<file path="src/rtl/uart_tx_pkg.sv">
/*
  Shared constants for the asynchronous serial transmitter: register
  indices and byte addresses, field positions, reset values, masks,
  oversample counts and the transmit state encoding.
  Assumes a word-addressed register map with 32-bit Wishbone data, where
  each register index becomes byte address index * 4.
*/
package uart_tx_pkg;

  localparam int WB_ADR_W = 10;
  localparam int WB_DAT_W = 32;
  localparam int WB_SEL_W = 4;
  localparam int DIV_W_DEF = 8;

  // register indices as printed; byte address is four times the index
  localparam logic [7:0] IDX_FLAGS = 8'h0c;
  localparam logic [7:0] IDX_RCTL = 8'h18;
  localparam logic [7:0] IDX_TXBUF = 8'h19;
  localparam logic [7:0] IDX_IEN = 8'h8c;
  localparam logic [7:0] IDX_TXCTL = 8'h98;
  localparam logic [7:0] IDX_DIV = 8'h99;

  localparam logic [WB_ADR_W-1:0] ADR_FLAGS = {IDX_FLAGS, 2'h0};
  localparam logic [WB_ADR_W-1:0] ADR_RCTL = {IDX_RCTL, 2'h0};
  localparam logic [WB_ADR_W-1:0] ADR_TXBUF = {IDX_TXBUF, 2'h0};
  localparam logic [WB_ADR_W-1:0] ADR_IEN = {IDX_IEN, 2'h0};
  localparam logic [WB_ADR_W-1:0] ADR_TXCTL = {IDX_TXCTL, 2'h0};
  localparam logic [WB_ADR_W-1:0] ADR_DIV = {IDX_DIV, 2'h0};

  // field positions
  localparam int FLAG_TXE_BIT = 4;
  localparam int IEN_TXE_BIT = 4;
  localparam int TXC_CSRC = 7;
  localparam int TXC_NINE = 6;
  localparam int TXC_EN = 5;
  localparam int TXC_SYNC = 4;
  localparam int TXC_HS = 2;
  localparam int TXC_EMPTY = 1;
  localparam int TXC_D9 = 0;
  localparam int RC_PORT_EN = 7;

  // reset values
  localparam logic [7:0] RST_FLAGS = 8'h00;
  localparam logic [7:0] RST_RCTL = 8'h00;
  localparam logic [7:0] RST_TXBUF = 8'h00;
  localparam logic [7:0] RST_IEN = 8'h00;
  localparam logic [7:0] RST_TXCTL = 8'h02;
  localparam logic [7:0] RST_DIV = 8'h00;

  // writable bits; the rest read as zero or as live status
  localparam logic [7:0] RCTL_WR_MASK = 8'hf8;
  localparam logic [7:0] IEN_WR_MASK = 8'hf7;
  localparam logic [7:0] TXCTL_WR_MASK = 8'hf5;

  // oversample prescaler terminal counts: x16 and x64 of the bit rate
  localparam logic [5:0] PRESC_HS_LAST = 6'h0f;
  localparam logic [5:0] PRESC_LS_LAST = 6'h3f;

  // index of the last data bit for 8- and 9-bit frames
  localparam logic [3:0] DATA_LAST_8 = 4'h7;
  localparam logic [3:0] DATA_LAST_9 = 4'h8;

  typedef enum logic [1:0] {
    TX_IDLE = 2'h0,
    TX_START = 2'h1,
    TX_DATA = 2'h3,
    TX_STOP = 2'h2
  } tx_state_t;

endpackage : uart_tx_pkg

</file>
<file path="src/rtl/baud_gen.sv">
/*
  Baud generator: a free-running divisor timer followed by an x16 or x64
  oversample prescaler, giving one bit_tick pulse per bit time.
  Assumes divisor_in comes from a register on the same clock and that
  div_write_in pulses for one cycle when software writes that register.
*/
`timescale 1ns/1ps
module baud_gen #(
  parameter int DIV_W = uart_tx_pkg::DIV_W_DEF
) (
  input wire logic sys_clk_in,
  input wire logic rst_b_in,
  input wire logic [DIV_W-1:0] divisor_in,
  input wire logic div_write_in,
  input wire logic high_speed_in,
  input wire logic halt_in,
  output logic bit_tick_out
);
  import uart_tx_pkg::*;

  if (DIV_W < 1 || DIV_W > 8) begin : g_bad_width
    $error("baud_gen: DIV_W must lie between 1 and 8");
  end

  typedef struct packed {
    logic [DIV_W-1:0] timer;
    logic [5:0] presc;
    logic tick;
  } baud_regs_t;

  localparam baud_regs_t B_RESET = '{timer: '0, presc: 6'h00, tick: 1'b0};

  baud_regs_t s;
  baud_regs_t n;
  logic [5:0] presc_last;

  assign presc_last = high_speed_in ? PRESC_HS_LAST : PRESC_LS_LAST;

  always_comb begin
    n = s;
    n.tick = 1'b0;
    if (div_write_in) begin
      n.timer = '0;
      n.presc = 6'h00;
    end else if (!halt_in) begin
      if (s.timer == divisor_in) begin
        n.timer = '0;
        // rate is clock over ratio times divisor plus one
        if (s.presc >= presc_last) begin
          n.presc = 6'h00;
          n.tick = 1'b1;
        end else begin
          n.presc = s.presc + 6'h01;
        end
      end else begin
        n.timer = s.timer + 1'b1;
      end
    end
  end

  always_ff @(posedge sys_clk_in or negedge rst_b_in) begin
    if (!rst_b_in) begin
      s <= B_RESET;
    end else begin
      s <= n;
    end
  end

  assign bit_tick_out = s.tick;

  div_clear_a: assert property (
    @(posedge sys_clk_in) disable iff (!rst_b_in)
    div_write_in |=> (s.timer == '0) && (s.presc == 6'h00) && !s.tick
  ) else $error("divisor write did not clear the timer");

  timer_run_a: assert property (
    @(posedge sys_clk_in) disable iff (!rst_b_in)
    (!div_write_in && !halt_in && s.timer != divisor_in)
      |=> s.timer == $past(s.timer) + 1'b1
  ) else $error("divisor timer did not advance");

  tick_ratio_a: assert property (
    @(posedge sys_clk_in) disable iff (!rst_b_in)
    s.tick |-> $past(s.presc) >= $past(presc_last)
  ) else $error("bit tick not at the oversample terminal count");

endmodule : baud_gen

</file>
<file path="src/rtl/async_serial_transmitter.sv">
/*
  Asynchronous serial transmitter with its register file on a classic
  Wishbone slave: holding buffer, shift register, buffer-empty flag,
  shift-empty status, abort on disable and optional ninth bit.
  Assumes a single 40 MHz clock that also serves as oscillator and
  instruction clock, a same-clock sleep level and a pad that resolves
  the transmit pin from its output enable.
*/
// Function
// - frame: start, eight or nine data, stop
// - data bits leave least significant first
// - transmit and receive share format and rate
// - 8-bit divisor timer free-runs from divisor
// - x16 with high speed, x64 otherwise
// - no hardware parity; ninth bit from software
// - sleep halts all asynchronous operation
// - clocked-mode bit zero selects asynchronous mode
// - shift register loads only after stop bit
// - buffer to shift register move sets flag
// - flag cleared only by buffer write
// - readable status shows shift register empty
// - setting transmit enable sets the flag
// - frame needs enable, data and shift clock
// - write to empty path passes straight through
// - clearing enable aborts, pin floats
// - rate is clock over 64 or 16 times divisor+1
// - divisor write clears the divisor timer
// - pin serves the port only when port enabled
`timescale 1ns/1ps
module async_serial_transmitter #(
  parameter int DIV_W = uart_tx_pkg::DIV_W_DEF
) (
  input wire logic sys_clk_in,
  input wire logic rst_b_in,
  input wire logic wb_cyc_in,
  input wire logic wb_stb_in,
  input wire logic wb_we_in,
  input wire logic [uart_tx_pkg::WB_ADR_W-1:0] wb_adr_in,
  input wire logic [uart_tx_pkg::WB_SEL_W-1:0] wb_sel_in,
  input wire logic [uart_tx_pkg::WB_DAT_W-1:0] wb_dat_in,
  output logic [uart_tx_pkg::WB_DAT_W-1:0] wb_dat_out,
  output logic wb_ack_out,
  input wire logic sleep_in,
  output logic tx_pin_out,
  output logic tx_pin_oe_out
);
  import uart_tx_pkg::*;

  if (DIV_W < 1 || DIV_W > 8) begin : g_bad_width
    $error("async_serial_transmitter: DIV_W must lie between 1 and 8");
  end

  typedef struct packed {
    logic ack;
    logic [7:0] rdat;
    logic [7:0] rctl;
    logic [7:0] ien;
    logic [7:0] txctl;
    logic [7:0] div;
    logic [7:0] hb;
    logic hb_full;
    logic flag;
    logic [8:0] transmit_shift_register;
    logic tsr_full;
    logic [3:0] cnt;
    logic [3:0] last;
    tx_state_t state;
    logic line;
    logic oe;
  } tx_regs_t;

  localparam tx_regs_t S_RESET = '{
    ack: 1'b0,
    rdat: 8'h00,
    rctl: RST_RCTL,
    ien: RST_IEN,
    txctl: RST_TXCTL & TXCTL_WR_MASK,
    div: RST_DIV,
    hb: RST_TXBUF,
    hb_full: 1'b0,
    flag: RST_FLAGS[FLAG_TXE_BIT],
    transmit_shift_register: 9'h000,
    tsr_full: 1'b0,
    cnt: 4'h0,
    last: DATA_LAST_8,
    state: TX_IDLE,
    line: 1'b1,
    oe: 1'b0
  };

  tx_regs_t s;
  tx_regs_t n;

  logic req;
  logic wr;
  logic wr_rctl;
  logic wr_ien;
  logic wr_txctl;
  logic wr_txbuf;
  logic wr_div;
  logic tx_on;
  logic bit_tick;
  logic stop_done;
  logic empty_now;
  logic load;
  logic [7:0] wdat;

  // a read is sampled once per cycle; ack is registered, one cycle late
  assign req = wb_cyc_in && wb_stb_in && !s.ack;
  // writes land on the edge where the master sees ack
  assign wr = wb_cyc_in && wb_stb_in && wb_we_in && s.ack && wb_sel_in[0];
  assign wdat = wb_dat_in[7:0];
  assign wr_rctl = wr && (wb_adr_in == ADR_RCTL);
  assign wr_ien = wr && (wb_adr_in == ADR_IEN);
  assign wr_txctl = wr && (wb_adr_in == ADR_TXCTL);
  assign wr_txbuf = wr && (wb_adr_in == ADR_TXBUF);
  assign wr_div = wr && (wb_adr_in == ADR_DIV);

  // asynchronous only with clocked mode clear
  assign tx_on = s.txctl[TXC_EN] && !s.txctl[TXC_SYNC];
  assign stop_done = (s.state == TX_STOP) && bit_tick;
  // empty once the stop bit is out
  assign empty_now = !s.tsr_full || stop_done;
  // the write cycle wins; the move follows one cycle later
  assign load = tx_on && s.hb_full && empty_now && !wr_txbuf && !sleep_in;

  // one divisor and one speed bit serve both directions
  baud_gen #(
    .DIV_W(DIV_W)
  ) u_baud_gen (
    .sys_clk_in(sys_clk_in),
    .rst_b_in(rst_b_in),
    .divisor_in(s.div[DIV_W-1:0]),
    .div_write_in(wr_div),
    .high_speed_in(s.txctl[TXC_HS]),
    .halt_in(sleep_in),
    .bit_tick_out(bit_tick)
  );

  always_comb begin
    n = s;
    n.ack = req;
    if (req) begin
      case (wb_adr_in)
        ADR_FLAGS: begin
          n.rdat = 8'h00;
          n.rdat[FLAG_TXE_BIT] = s.flag;
        end
        ADR_RCTL: n.rdat = s.rctl;
        ADR_TXBUF: n.rdat = s.hb;
        ADR_IEN: n.rdat = s.ien;
        ADR_TXCTL: begin
          n.rdat = s.txctl;
          n.rdat[TXC_EMPTY] = !s.tsr_full;
        end
        ADR_DIV: n.rdat = s.div;
        default: n.rdat = 8'h00;
      endcase
    end
    if (wr_rctl) begin
      n.rctl = wdat & RCTL_WR_MASK;
    end
    // enable bit only stored; there is no interrupt line here
    if (wr_ien) begin
      n.ien = wdat & IEN_WR_MASK;
    end
    if (wr_div) begin
      n.div = wdat;
    end
    if (wr_txctl) begin
      n.txctl = wdat & TXCTL_WR_MASK;
      if (wdat[TXC_EN] && !s.txctl[TXC_EN]) begin
        n.flag = 1'b1;
      end
    end
    if (wr_txbuf) begin
      n.hb = wdat;
      n.hb_full = 1'b1;
      n.flag = 1'b0;
    end
    if (!tx_on) begin
      n.state = TX_IDLE;
      n.tsr_full = 1'b0;
      n.cnt = 4'h0;
    end else if (!sleep_in) begin
      if (load) begin
        // ninth bit taken as software left it
        n.transmit_shift_register = {s.txctl[TXC_D9], s.hb};
        n.last = s.txctl[TXC_NINE] ? DATA_LAST_9 : DATA_LAST_8;
        n.tsr_full = 1'b1;
        n.hb_full = 1'b0;
        n.flag = 1'b1;
      end
      case (s.state)
        TX_IDLE: begin
          if (s.tsr_full && bit_tick) begin
            n.state = TX_START;
          end
        end
        TX_START: begin
          if (bit_tick) begin
            n.state = TX_DATA;
            n.cnt = 4'h0;
          end
        end
        TX_DATA: begin
          if (bit_tick) begin
            n.transmit_shift_register = {1'b0, s.transmit_shift_register[8:1]};
            if (s.cnt == s.last) begin
              n.state = TX_STOP;
            end else begin
              n.cnt = s.cnt + 4'h1;
            end
          end
        end
        TX_STOP: begin
          if (bit_tick) begin
            // queued word follows without a gap
            if (load) begin
              n.state = TX_START;
            end else begin
              n.state = TX_IDLE;
              n.tsr_full = 1'b0;
            end
          end
        end
        default: n.state = TX_IDLE;
      endcase
    end
    // pin driven only with port enabled
    n.oe = n.rctl[RC_PORT_EN] && n.txctl[TXC_EN] && !n.txctl[TXC_SYNC];
    if (n.state == TX_START) begin
      n.line = 1'b0;
    end else if (n.state == TX_DATA) begin
      n.line = n.transmit_shift_register[0];
    end else begin
      n.line = 1'b1;
    end
  end

  always_ff @(posedge sys_clk_in or negedge rst_b_in) begin
    if (!rst_b_in) begin
      s <= S_RESET;
    end else begin
      s <= n;
    end
  end

  assign wb_ack_out = s.ack;
  assign wb_dat_out = {24'h000000, s.rdat};
  assign tx_pin_out = s.line;
  assign tx_pin_oe_out = s.oe;

  start_bit_low_a: assert property (
    @(posedge sys_clk_in) disable iff (!rst_b_in)
    s.state == TX_START |-> !s.line
  ) else $error("start bit not low");

  stop_bit_high_a: assert property (
    @(posedge sys_clk_in) disable iff (!rst_b_in)
    (s.state == TX_DATA && bit_tick && s.cnt == s.last && tx_on && !sleep_in)
      |=> s.state == TX_STOP && s.line
  ) else $error("stop bit missing after last data bit");

  data_lsb_a: assert property (
    @(posedge sys_clk_in) disable iff (!rst_b_in)
    (s.state == TX_DATA && bit_tick && s.cnt != s.last && tx_on && !sleep_in)
      |=> s.line == $past(s.transmit_shift_register[1])
  ) else $error("data not shifted least significant first");

  load_flag_a: assert property (
    @(posedge sys_clk_in) disable iff (!rst_b_in)
    load |=> s.flag && s.tsr_full && !s.hb_full
  ) else $error("buffer move did not set flag");

  flag_clear_a: assert property (
    @(posedge sys_clk_in) disable iff (!rst_b_in)
    $fell(s.flag) |-> $past(wr_txbuf)
  ) else $error("flag cleared without buffer write");

  load_after_stop_a: assert property (
    @(posedge sys_clk_in) disable iff (!rst_b_in)
    load |-> (!s.tsr_full || (s.state == TX_STOP && bit_tick))
  ) else $error("shift register loaded while busy");

  busy_status_a: assert property (
    @(posedge sys_clk_in) disable iff (!rst_b_in)
    s.state != TX_IDLE |-> s.tsr_full
  ) else $error("frame running with empty status");

  enable_flag_a: assert property (
    @(posedge sys_clk_in) disable iff (!rst_b_in)
    (wr_txctl && wdat[TXC_EN] && !s.txctl[TXC_EN] && !wr_txbuf) |=> s.flag
  ) else $error("enable did not set flag");

  frame_start_a: assert property (
    @(posedge sys_clk_in) disable iff (!rst_b_in)
    (s.state == TX_IDLE && tx_on && s.tsr_full && bit_tick && !sleep_in)
      |=> s.state == TX_START
  ) else $error("frame did not start on shift clock");

  back_to_back_a: assert property (
    @(posedge sys_clk_in) disable iff (!rst_b_in)
    (stop_done && load) |=> s.state == TX_START ##1 !s.line
  ) else $error("queued word did not follow at once");

  abort_float_a: assert property (
    @(posedge sys_clk_in) disable iff (!rst_b_in)
    !s.txctl[TXC_EN] |-> !s.oe ##1 (s.state == TX_IDLE && !s.tsr_full)
  ) else $error("disable did not abort and float pin");

  port_gate_a: assert property (
    @(posedge sys_clk_in) disable iff (!rst_b_in)
    s.oe |-> s.rctl[RC_PORT_EN] && s.txctl[TXC_EN]
  ) else $error("pin driven while port disabled");

  sleep_hold_a: assert property (
    @(posedge sys_clk_in) disable iff (!rst_b_in)
    (sleep_in && tx_on) |=> $stable(s.state) && $stable(s.transmit_shift_register)
  ) else $error("frame advanced during sleep");

  idle_high_a: assert property (
    @(posedge sys_clk_in) disable iff (!rst_b_in)
    (s.oe && (s.state == TX_IDLE || s.state == TX_STOP)) |-> s.line
  ) else $error("line not high between frames");

endmodule : async_serial_transmitter

</file>
<file path="config.mk">
export PLATFORM = sky130hd
export DESIGN_NAME = async_serial_transmitter
export DESIGN_NICKNAME = d
export VERILOG_FILES = /design/src/rtl/uart_tx_pkg.sv /design/src/rtl/baud_gen.sv /design/src/rtl/async_serial_transmitter.sv
export SDC_FILE = /design/constraint.sdc
export NUM_CORES = 1
export LEC_CHECK = 0
export BUFFER_PORTS_ARGS = -buffer_cell sky130_fd_sc_hd__buf_2
export CAP_MARGIN = 40
export CORE_ASPECT_RATIO = 1.4
export CORE_UTILIZATION = 45
export CTS_CLUSTER_DIAMETER = 100
export DETAILED_ROUTE_END_ITERATION = 12
export HOLD_SLACK_MARGIN = 0.06
export MAX_ROUTING_LAYER = met4
export PLACE_DENSITY = 0.67
export SYNTH_ARGS = -nofsm -noshare
export SYNTH_HDL_FRONTEND = slang
export SYNTH_HIERARCHICAL = 1
export SYNTH_SLANG_ARGS = --single-unit
</file>
<file path="constraint.sdc">
create_clock -name sys_clk_in -period 2.3 [get_ports sys_clk_in]
set_input_delay 0.23 -clock sys_clk_in [delete_from_list [all_inputs] [get_ports sys_clk_in]]
set_output_delay 0.23 -clock sys_clk_in [all_outputs]
set_load 0.05 [all_outputs]
</file>
==> flow_summary.toml, run 1 <==
[run_status]
outcome = "completed"

[routing]
post_drt_via_cell_ratio = 5.65
first_iter_violations = 187
vias = 3409
drc = 0
post_drt_wl_per_cell_um = 17.1
drtPass1Iterations = 4
drtAntennaViolNets = 0
routed_wl_um = 10300

[synth]
netlist_instances = 428
netlist_area_sq_um = 4610
synth_common_cells = "dfrtp_1 (78), mux2_2 (36), buf_4 (35), nand2_1 (30), o21ai_0 (26)"
ys_warn_count = 6
synth-edff-count = 0
yosys_register_bits = 80
synthTopCellsByArea = "dfrtp_1 (42%), mux2_2 (8.8%), buf_4 (5.7%), o21ai_0 (2.8%), nand2_1 (2.4%)"
yosys_most_used_dff = "dfrtp_1"
ys_seq_area_share_pct = 43.5
yosysTopAreaCellShare_pct = 42.4
synth_largest_area_cell = "dfrtp_1"
syn_avg_cell_area_sq_um = 10.8
async_flop_share_pct = 100
ys_types = 72
yosysMostFrequentCell = "dfrtp_1"

[clock_tree]
cts_setup_buffers = 0
clock_sinks = 80
clock_latency_ns = 0.34
htreeDepth = 3
cts_tree = "yes"
clock_path_buffers = 2
path_clk_slew_ns = 0.06
clockRootBuffer = "clkbuf_16"
cts_buffers = 9

[final_layout]
area_delta_synth_final_pct = 11.8
num_antenna_cells = 0
final_nets = 520
drive_gt1_share_pct = 26.9

[setup_path]
arrival_ns = 2.42
path_class = "reg -> reg"
critPathMaxFanout = 9
end_kind = "flop"
worstSetupStartpointType = "flop"
critical_path_required_ns = 2.56

[place]
dp_hpwl_um = 7610
gp_congestion = 0.902
port_buffers = 35
dp_slack_ns = 0.101

[floorplan]
core_sq_um = 9950
dieWidth_um = 87.5
num_io_pins = 87
chipHeight_um = 122
rows = 43
start_util_pct = 46.3
dieArea_sq_um = 10700

[run]
maxCapViolCount = 0

[sta]
setup_viol = 0
fin_ws_ns = 0.138
worst_pin_slew_ns = 0.589
max_freq_mhz = 463
drv_slew = 0
clock_skew_ns = 0.00632
period_share_pct = 94.0
relSlewSlack_pct = 60.7
finalSetupTns_ns = 0
period_minus_slack_ns = 2.16
hold_viol_final = 0
rsz0062_at_grt = "no"

[global_route]
grt_pass1_vias = 3320
grt_max_degree = 45
grt_pass1_wl_um = 16600
grt_usage_pct = 21.3
use_met2_pct = 35.3
overflow = 0
met1_usage_pct = 25.8
use_met3_pct = 2.78
antenna_found_initial = 0
top_usage_layer = "met2"

[power_and_ir_drop]
p_per_area_nw_per_um2 = 706
switching_share_pct = 27.2
leakage_nw = 2.44
p_int_mw = 2.65
switchingPower_mw = 0.988
combPwrFrac_pct = 14.2
clkPwrFrac_pct = 42.8
vdd_drop_max_mv = 0.439
seqPwrFrac_pct = 43.0

[hold_path]
min_path_type = "in -> reg"
## through the flow
step	cells	instance area, sq um	hold WS (ns)	utilization [%]	power (mW)
after floorplan	451	4690	-0.0656	-	1.98
after global placement	586	4820	0.271	48.4	2.08
after detailed placement	586	4820	0.279	48.4	2.10
after CTS	603	5150	0.138	51.7	3.66
after global routing	603	5150	0.149	51.7	3.78
final	603	5150	0.147	51.7	3.63
## routing by layer
layer / vias up / part of all wire [%]
li1: 1616 / -
met1: 1691 / 43
met2: 88 / 51
met3: 14 / 4.1
met4: 0 / 1.7
met5: - / 0
## worst max-delay path, stage by stage (launching register included)
cell,delay [ns]
dfrtp_1,0.39
and3_1,0.19
nor2b_1,0.17
and2_1,0.27
or2_1,0.38
or4_1,0.50
o211ai_1,0.17
## logic make-up (layout without fill, tap and decap cells)
logic type                 Yosys count  after routing  synth area share [%]
adders and majority gates            5              5                  1.36
DFF                                 80             80                  43.5
other                                1             24                0.0814
xor gates and xnor gates            10             10                  1.90
and+or+nand+nor                    131            131                  18.5
buffers and inverters               58             75                  7.96
muxes                               40             40                  9.67
AOI/OAI and AO/OA                  103            103                  17.0
## path summary, 6_finish.rpt
kind,cells past startpoint,start,slack (ns),to
max in group asynchronous,3,rst_b_in,1.19,tx_pin_out
worst min register to register,2,wb_dat_out[7],0.47,wb_dat_out[7]
worst max register to register,6,wb_ack_out,0.14,u_baud_gen/s[6]
worst min-delay path,2,wb_dat_in[3],0.15,s[27]
min in group asynchronous,2,rst_b_in,0.43,u_baud_gen/s[9]
worst max-delay path,6,wb_ack_out,0.14,u_baud_gen/s[6]
## power by group through the flow
stage	Sequential [mW]	Combinational [mW]	Clock, mW
after floorplan	1.56	0.419	0
after global placement	1.58	0.499	0
after detailed placement	1.59	0.516	0
after CTS	1.56	0.518	1.59
after global routing	1.57	0.575	1.63
final	1.56	0.516	1.56
## flip-flops by register name, summed over array words and instances (netlist names)
name,flops
tx_pin_oe_out,1
u_baud_gen/s,14
wb_dat_out,8
wb_ack_out,1
tx_pin_out,1
s,54
u_baud_gen/bit_tick_out,1
## cell usage in the layout (no fill, tap or decap), types with 6 or more instances in the layout
cell type	instances
a21o_1	11
a21oi_1	6
a22o_1	10
a32oi_1	7
and3_1	9
buf_2	34
buf_4	12
clkbuf_16	9
conb_1	24
dfrtp_1	78
inv_1	11
mux2_2	36
nand2_1	30
nand3_1	9
nor2_1	19
nor3_1	7
nor4_1	6
o211ai_1	9
o21ai_0	26
xnor2_1	10
## area by class of cell
| cell class | count | area, sq um |
|---|---|---|
| fillers | 894 | 4800 |
| multi-input cells | 313 | 2320 |
| flip-flops and latches | 80 | 2000 |
| repair buffers | 48 | 290 |
| clock buffers | 11 | 243 |
| well taps | 135 | 169 |
| clock inverters | 5 | 80.1 |
| inverters | 11 | 41.3 |
## what timing repair did
| item | 4_1_cts | 5_1_grt |
|---|---|---|
| endpoints found under the setup margin | 0 | 1 |
| hold endpoints to repair | 43 | 0 |
| hold buffers | 1 | 0 |
| gates resized for setup | 0 | 1 |
No activity file was read; power rests on OpenSTA's default activity.
==> run 2: changes to the inputs <==
--- a/config.mk
+++ b/config.mk
@@ -8,12 +8,11 @@
 export BUFFER_PORTS_ARGS = -buffer_cell sky130_fd_sc_hd__buf_2
 export CAP_MARGIN = 40
 export CORE_ASPECT_RATIO = 1.4
-export CORE_UTILIZATION = 45
+export CORE_UTILIZATION = 55
 export CTS_CLUSTER_DIAMETER = 100
 export DETAILED_ROUTE_END_ITERATION = 12
 export HOLD_SLACK_MARGIN = 0.06
-export MAX_ROUTING_LAYER = met4
-export PLACE_DENSITY = 0.67
+export PLACE_DENSITY = 0.79
 export SYNTH_ARGS = -nofsm -noshare
 export SYNTH_HDL_FRONTEND = slang
 export SYNTH_HIERARCHICAL = 1
==> constraint.sdc (replaced) <==
create_clock -name sys_clk_in -period 2.3 [get_ports sys_clk_in]
set_input_delay 0.23 -clock sys_clk_in [delete_from_list [all_inputs] [get_ports sys_clk_in]]
set_output_delay 0.23 -clock sys_clk_in [all_outputs]
set_load 0.005 [all_outputs]
==> run 2 against run 1 <==
Combinational power fell by 17%. Register-to-register slack improved by 0.06 ns. Non-clock buffer count rose by 2. Critical path type unchanged.
==> flow_summary.toml, run 2 (same netlist as run 1, synthesis figures left out) <==
[routing]
post_drt_via_cell_ratio = 6.12
drtPass1Iterations = 5
drc = 0
vias = 3498
routed_wl_um = 10400
drtAntennaViolNets = 0
first_iter_violations = 259
post_drt_wl_per_cell_um = 18.1

[floorplan]
chipHeight_um = 110
start_util_pct = 56.5
dieArea_sq_um = 8750
core_sq_um = 8150
dieWidth_um = 79.4
rows = 39
num_io_pins = 87

[sta]
period_minus_slack_ns = 2.10
rsz0062_at_grt = "no"
period_share_pct = 91.2
setup_viol = 0
drv_slew = 0
hold_viol_final = 0
finalSetupTns_ns = 0
clock_skew_ns = 0.00886
max_freq_mhz = 477

[setup_path]
critPathMaxFanout = 7
worstSetupStartpointType = "flop"
path_class = "reg -> reg"
slowest_stage = "or4_1"
critical_path_required_ns = 2.55
max_stage_delay_ns = 0.52
arrival_ns = 2.35
cp_top_family = "simple AND/OR/NAND/NOR gates"
end_kind = "flop"
crit_chain = "and3_1 > nor2b_1 > and2_1 > or2_0 > or4_1 > o211ai_1"
crit_buf_inv = 0

[final_layout]
final_nets = 522
num_antenna_cells = 0
final_cell_mix = "dfrtp_1 (78), mux2_2 (36), buf_2 (34), nand2_1 (30), o21ai_0 (26)"
area_delta_synth_final_pct = 11.0
layout_commonest_cell = "dfrtp_1"
regMostFlops = "s"
drive_gt1_share_pct = 27.2
largest_reg_flops = 54

[clock_tree]
holdBufCountCts = 1
cts_buffers = 9
cts_setup_buffers = 0
cts_resized = 0
htreeDepth = 3
cts_tree = "yes"
path_clk_slew_ns = 0.06
clock_latency_ns = 0.34
clockRootBuffer = "clkbuf_16"
clock_path_buffers = 2
clock_sinks = 80

[global_route]
grt_pass1_wl_um = 16800
grt_usage_pct = 25.6
antenna_found_initial = 0
overflow = 0
grt_pass1_vias = 3389
grt_max_degree = 49

[place]
dp_hpwl_um = 7520
port_buffers = 35
gp_congestion = 0.905

[power_and_ir_drop]
vdd_drop_max_mv = 0.404
leakage_nw = 2.44
power_mw = 3.50
p_per_area_nw_per_um2 = 684

[run_status]
outcome = "completed"

[run]
maxCapViolCount = 0

[hold_path]
min_path_type = "in -> reg"
-- run 2: worst register-to-register path, delay by kind of cell, from the launching register on --
family	cells	cell delay, ns
AO/OA/AOI/OAI	1	0.16
flip-flops	1	0.38
AND/OR/NAND/NOR	5	1.48
-- run 2: worst paths after layout --
kind	startpoint	end	slack [ns]	cells after the start
worst max-delay path	wb_ack_out	u_baud_gen/s[6]	0.20	6
worst min-delay path	wb_dat_in[3]	s[35]	0.16	2
worst max register to register	wb_ack_out	u_baud_gen/s[6]	0.20	6
worst min register to register	wb_dat_out[5]	wb_dat_out[5]	0.48	2
max in group asynchronous	rst_b_in	tx_pin_out	1.26	3
min in group asynchronous	rst_b_in	wb_dat_out[6]	0.38	2
-- run 2: layout make-up --
cell class	count	area (sq um)
Fill cell	676	3030
Tap cell	102	128
Clock inverter	6	85.1
Inverter	11	41.3
Sequential cell	80	2000
Clock buffer	10	229
Multi-Input combinational cell	313	2320
Timing Repair Buffer	50	305
-- run 2: routing by layer --
| layer | GRT usage, % | part of all wire (%) |
|---|---|---|
| met4 | 16.0 | 4.3 |
| met1 | 30.0 | 40 |
| met5 | 0 | 0 |
| met2 | 44.0 | 52 |
| met3 | 3.62 | 3.6 |
-- run 2: stage by stage --
| stage | cells | hold slack, ns | util, % | cell area (sq um) | worst slack, ns |
|---|---|---|---|---|---|
| global route | 572 | 0.155 | 62.8 | 5110 | 0.0909 |
| floorplan | 451 | -0.0656 | - | 4690 | 0.208 |
| CTS | 572 | 0.150 | 62.8 | 5110 | 0.218 |
| global placement | 555 | 0.198 | 58.8 | 4790 | 0.235 |
| detailed placement | 555 | 0.202 | 58.8 | 4790 | 0.194 |
| finish | 572 | 0.158 | 62.8 | 5110 | 0.202 |
-- run 2: where the power goes --
part / internal, mW / leakage (nW) / switching [mW]
clock network: 0.947 / 0.148 / 0.564
logic: 0.184 / 1.23 / 0.244
registers: 1.48 / 1.06 / 0.0803
==> run 3: changes to the inputs <==
--- a/config.mk
+++ b/config.mk
@@ -5,14 +5,14 @@
 export SDC_FILE = /design/constraint.sdc
 export NUM_CORES = 1
 export LEC_CHECK = 0
+export ABC_AREA = 1
 export BUFFER_PORTS_ARGS = -buffer_cell sky130_fd_sc_hd__buf_2
 export CAP_MARGIN = 40
 export CORE_ASPECT_RATIO = 1.4
-export CORE_UTILIZATION = 55
+export CORE_UTILIZATION = 38
 export CTS_CLUSTER_DIAMETER = 100
 export DETAILED_ROUTE_END_ITERATION = 12
 export HOLD_SLACK_MARGIN = 0.06
-export PLACE_DENSITY = 0.79
 export SYNTH_ARGS = -nofsm -noshare
 export SYNTH_HDL_FRONTEND = slang
 export SYNTH_HIERARCHICAL = 1
==> run 3 against run 2 <==
Register-to-register slack improved by 0.39 ns. Largest cell class unchanged. Critical endpoint is now u_baud_gen/s[13]. Clock skew fell by 0.0043 ns. Routed wire length is 3.2% lower. First-iteration DRC count is 33% lower. Utilization down 18 points. Fmax up 23%.
==> flow_summary.toml, run 3 <==
[power_and_ir_drop]
power_mw = 3.59
vdd_drop_max_mv = 0.335
p_per_area_nw_per_um2 = 706
leakage_nw = 2.63

[routing]
routed_wl_um = 10000
first_iter_violations = 174
post_drt_via_cell_ratio = 4.87
drc = 0
drtAntennaViolNets = 0
vias = 3724
post_drt_wl_per_cell_um = 13.1
drtPass1Iterations = 4

[sta]
period_share_pct = 74.4
setup_viol = 0
hold_viol_final = 0
finalSetupTns_ns = 0
worst_pin_slew_ns = 0.563
period_minus_slack_ns = 1.71
clock_skew_ns = 0.00457
rsz0062_at_grt = "no"
drv_slew = 0
max_freq_mhz = 585
relSlewSlack_pct = 62.5

[final_layout]
largest_reg_flops = 54
layout_commonest_cell = "nand2_1"
num_antenna_cells = 0
num-fill-cells = 1156
final_area_sq_um = 5090
regMostFlops = "s"
final_nets = 672
drive_gt1_share_pct = 16.0
final_util_pct = 44.4
area_delta_synth_final_pct = 12.5
final_cell_mix = "nand2_1 (160), dfrtp_1 (78), inv_1 (71), o21ai_0 (51)"

[synth]
ys_seq_area_share_pct = 44.3
netlist_area_sq_um = 4530
yosys_register_bits = 80
yosys_most_used_dff = "dfrtp_1"
async_flop_share_pct = 100
yosysTopAreaCellShare_pct = 43.1
synth_largest_area_cell = "dfrtp_1"
ys_types = 36
ys_warn_count = 6
synthTopCellsByArea = "dfrtp_1 (43%), nand2_1 (13%), inv_1 (5.9%), o21ai_0 (5.6%), buf_4 (5.6%)"
synth_common_cells = "nand2_1 (160), dfrtp_1 (78), inv_1 (71), o21ai_0 (51)"
synth-edff-count = 0
syn_avg_cell_area_sq_um = 7.82
yosysMostFrequentCell = "nand2_1"
netlist_instances = 579

[floorplan]
dieWidth_um = 94.2
num_io_pins = 87
rows = 46
dieArea_sq_um = 12400
core_sq_um = 11500
start_util_pct = 39.5
chipHeight_um = 131

[clock_tree]
clock_sinks = 80
clock_path_buffers = 2
cts_tree = "yes"
holdBufCountCts = 1
clock_latency_ns = 0.34
htreeDepth = 3
clockRootBuffer = "clkbuf_16"
path_clk_slew_ns = 0.06
cts_resized = 0
cts_setup_buffers = 0
cts_buffers = 9

[place]
dp_hpwl_um = 7550
gp_congestion = 0.863
postPlaceCellArea_sq_um = 4720
port_buffers = 35

[global_route]
overflow = 0
antenna_found_initial = 0
grt_max_degree = 44
grt_usage_pct = 17.9
grt_pass1_wl_um = 17500
grt_pass1_vias = 3599

[setup_path]
path_class = "reg -> reg"
worstSetupStartpoint = "wb_ack_out"
timing.rr.start = "wb_ack_out"
worstSetupStartpointType = "flop"
critPathMaxFanout = 11
end_kind = "flop"
critical_path_required_ns = 2.52
arrival_ns = 1.94

[hold_path]
min_path_type = "in -> reg"
worstHoldStart = "wb_dat_in[1]"

[run]
maxCapViolCount = 0

[run_status]
outcome = "completed"
run 3: changes by cell type after synthesis, moves of 9 or more:
cell     delta
nand2_2     +9
nand2_1   +130
and3_1      -9
nor2_1     +13
a21o_1     -11
nor2_2     +11
o21ai_0    +25
mux2_2     -35
o21a_1     +11
inv_1      +60
nand3_1    +25
o21ai_1    +10
a22o_1     -10
run 3: metal layers:
layer  global-route usage (%)  up-vias  part of all wire, %
met5                        0        -                    0
met4                     7.44        0                  1.8
met3                     2.84       14                  3.5
met2                     29.9       72                   52
met1                     22.7     1770                   42
li1                         -     1868                    -
run 3: cells by family after synthesis:
family / after synthesis / share of synthesized area, %
XOR/XNOR: 10 / 1.94
AO/OA/AOI/OAI: 97 / 12.1
flip-flops: 80 / 44.3
other: 1 / 0.0829
adder cells (fa/ha/maj): 5 / 1.38
AND/OR/NAND/NOR: 268 / 27.0
multiplexers: 1 / 0.249
buffers and inverters: 117 / 12.9
run 3: per-stage QoR:
stage,hold WS [ns],worst slack (ns),cells
floorplan,-0.0656,0.860,602
global placement,0.270,0.577,747
detailed placement,0.267,0.560,747
CTS,0.143,0.560,764
global route,0.155,0.401,764
finish,0.149,0.589,764
run 3: path summary, 6_finish.rpt:
check	endpoint	slack [ns]	cells after the start
max reg2reg	u_baud_gen/s[13]	0.59	7
min	s[33]	0.15	3
min reg2reg	wb_dat_out[1]	0.47	2
min in group asynchronous	s[8]	0.43	2
max in group asynchronous	s[38]	1.25	3
max	u_baud_gen/s[13]	0.59	7
run 3: cell type report:
| cell class | count | area, sq um | area share, % |
|---|---|---|---|
| clock buffers | 11 | 253 | 4.97 |
| clock inverters | 5 | 103 | 2.02 |
| inverters | 79 | 297 | 5.83 |
| multi-input cells | 405 | 2020 | 39.7 |
| flip-flops and latches | 80 | 2000 | 39.4 |
| well taps | 144 | 180 | 3.54 |
| repair buffers | 40 | 230 | 4.52 |
run 3: worst max-delay path: stages, from the launching register on:
cell and delay [ns]:
dfrtp_1 0.36, nand3_1 0.08, nor2_1 0.25, inv_2 0.17, nor2_4 0.30, nor2_2 0.17
nand2_2 0.18, o21ai_1 0.07
run 3: report_power, final:
group          switching, mW  total, mW  internal [mW]  leakage (nW)
Sequential            0.0748       1.54           1.47         0.984
Combinational          0.230      0.362          0.132          1.47
Clock                  0.572       1.69           1.12         0.172
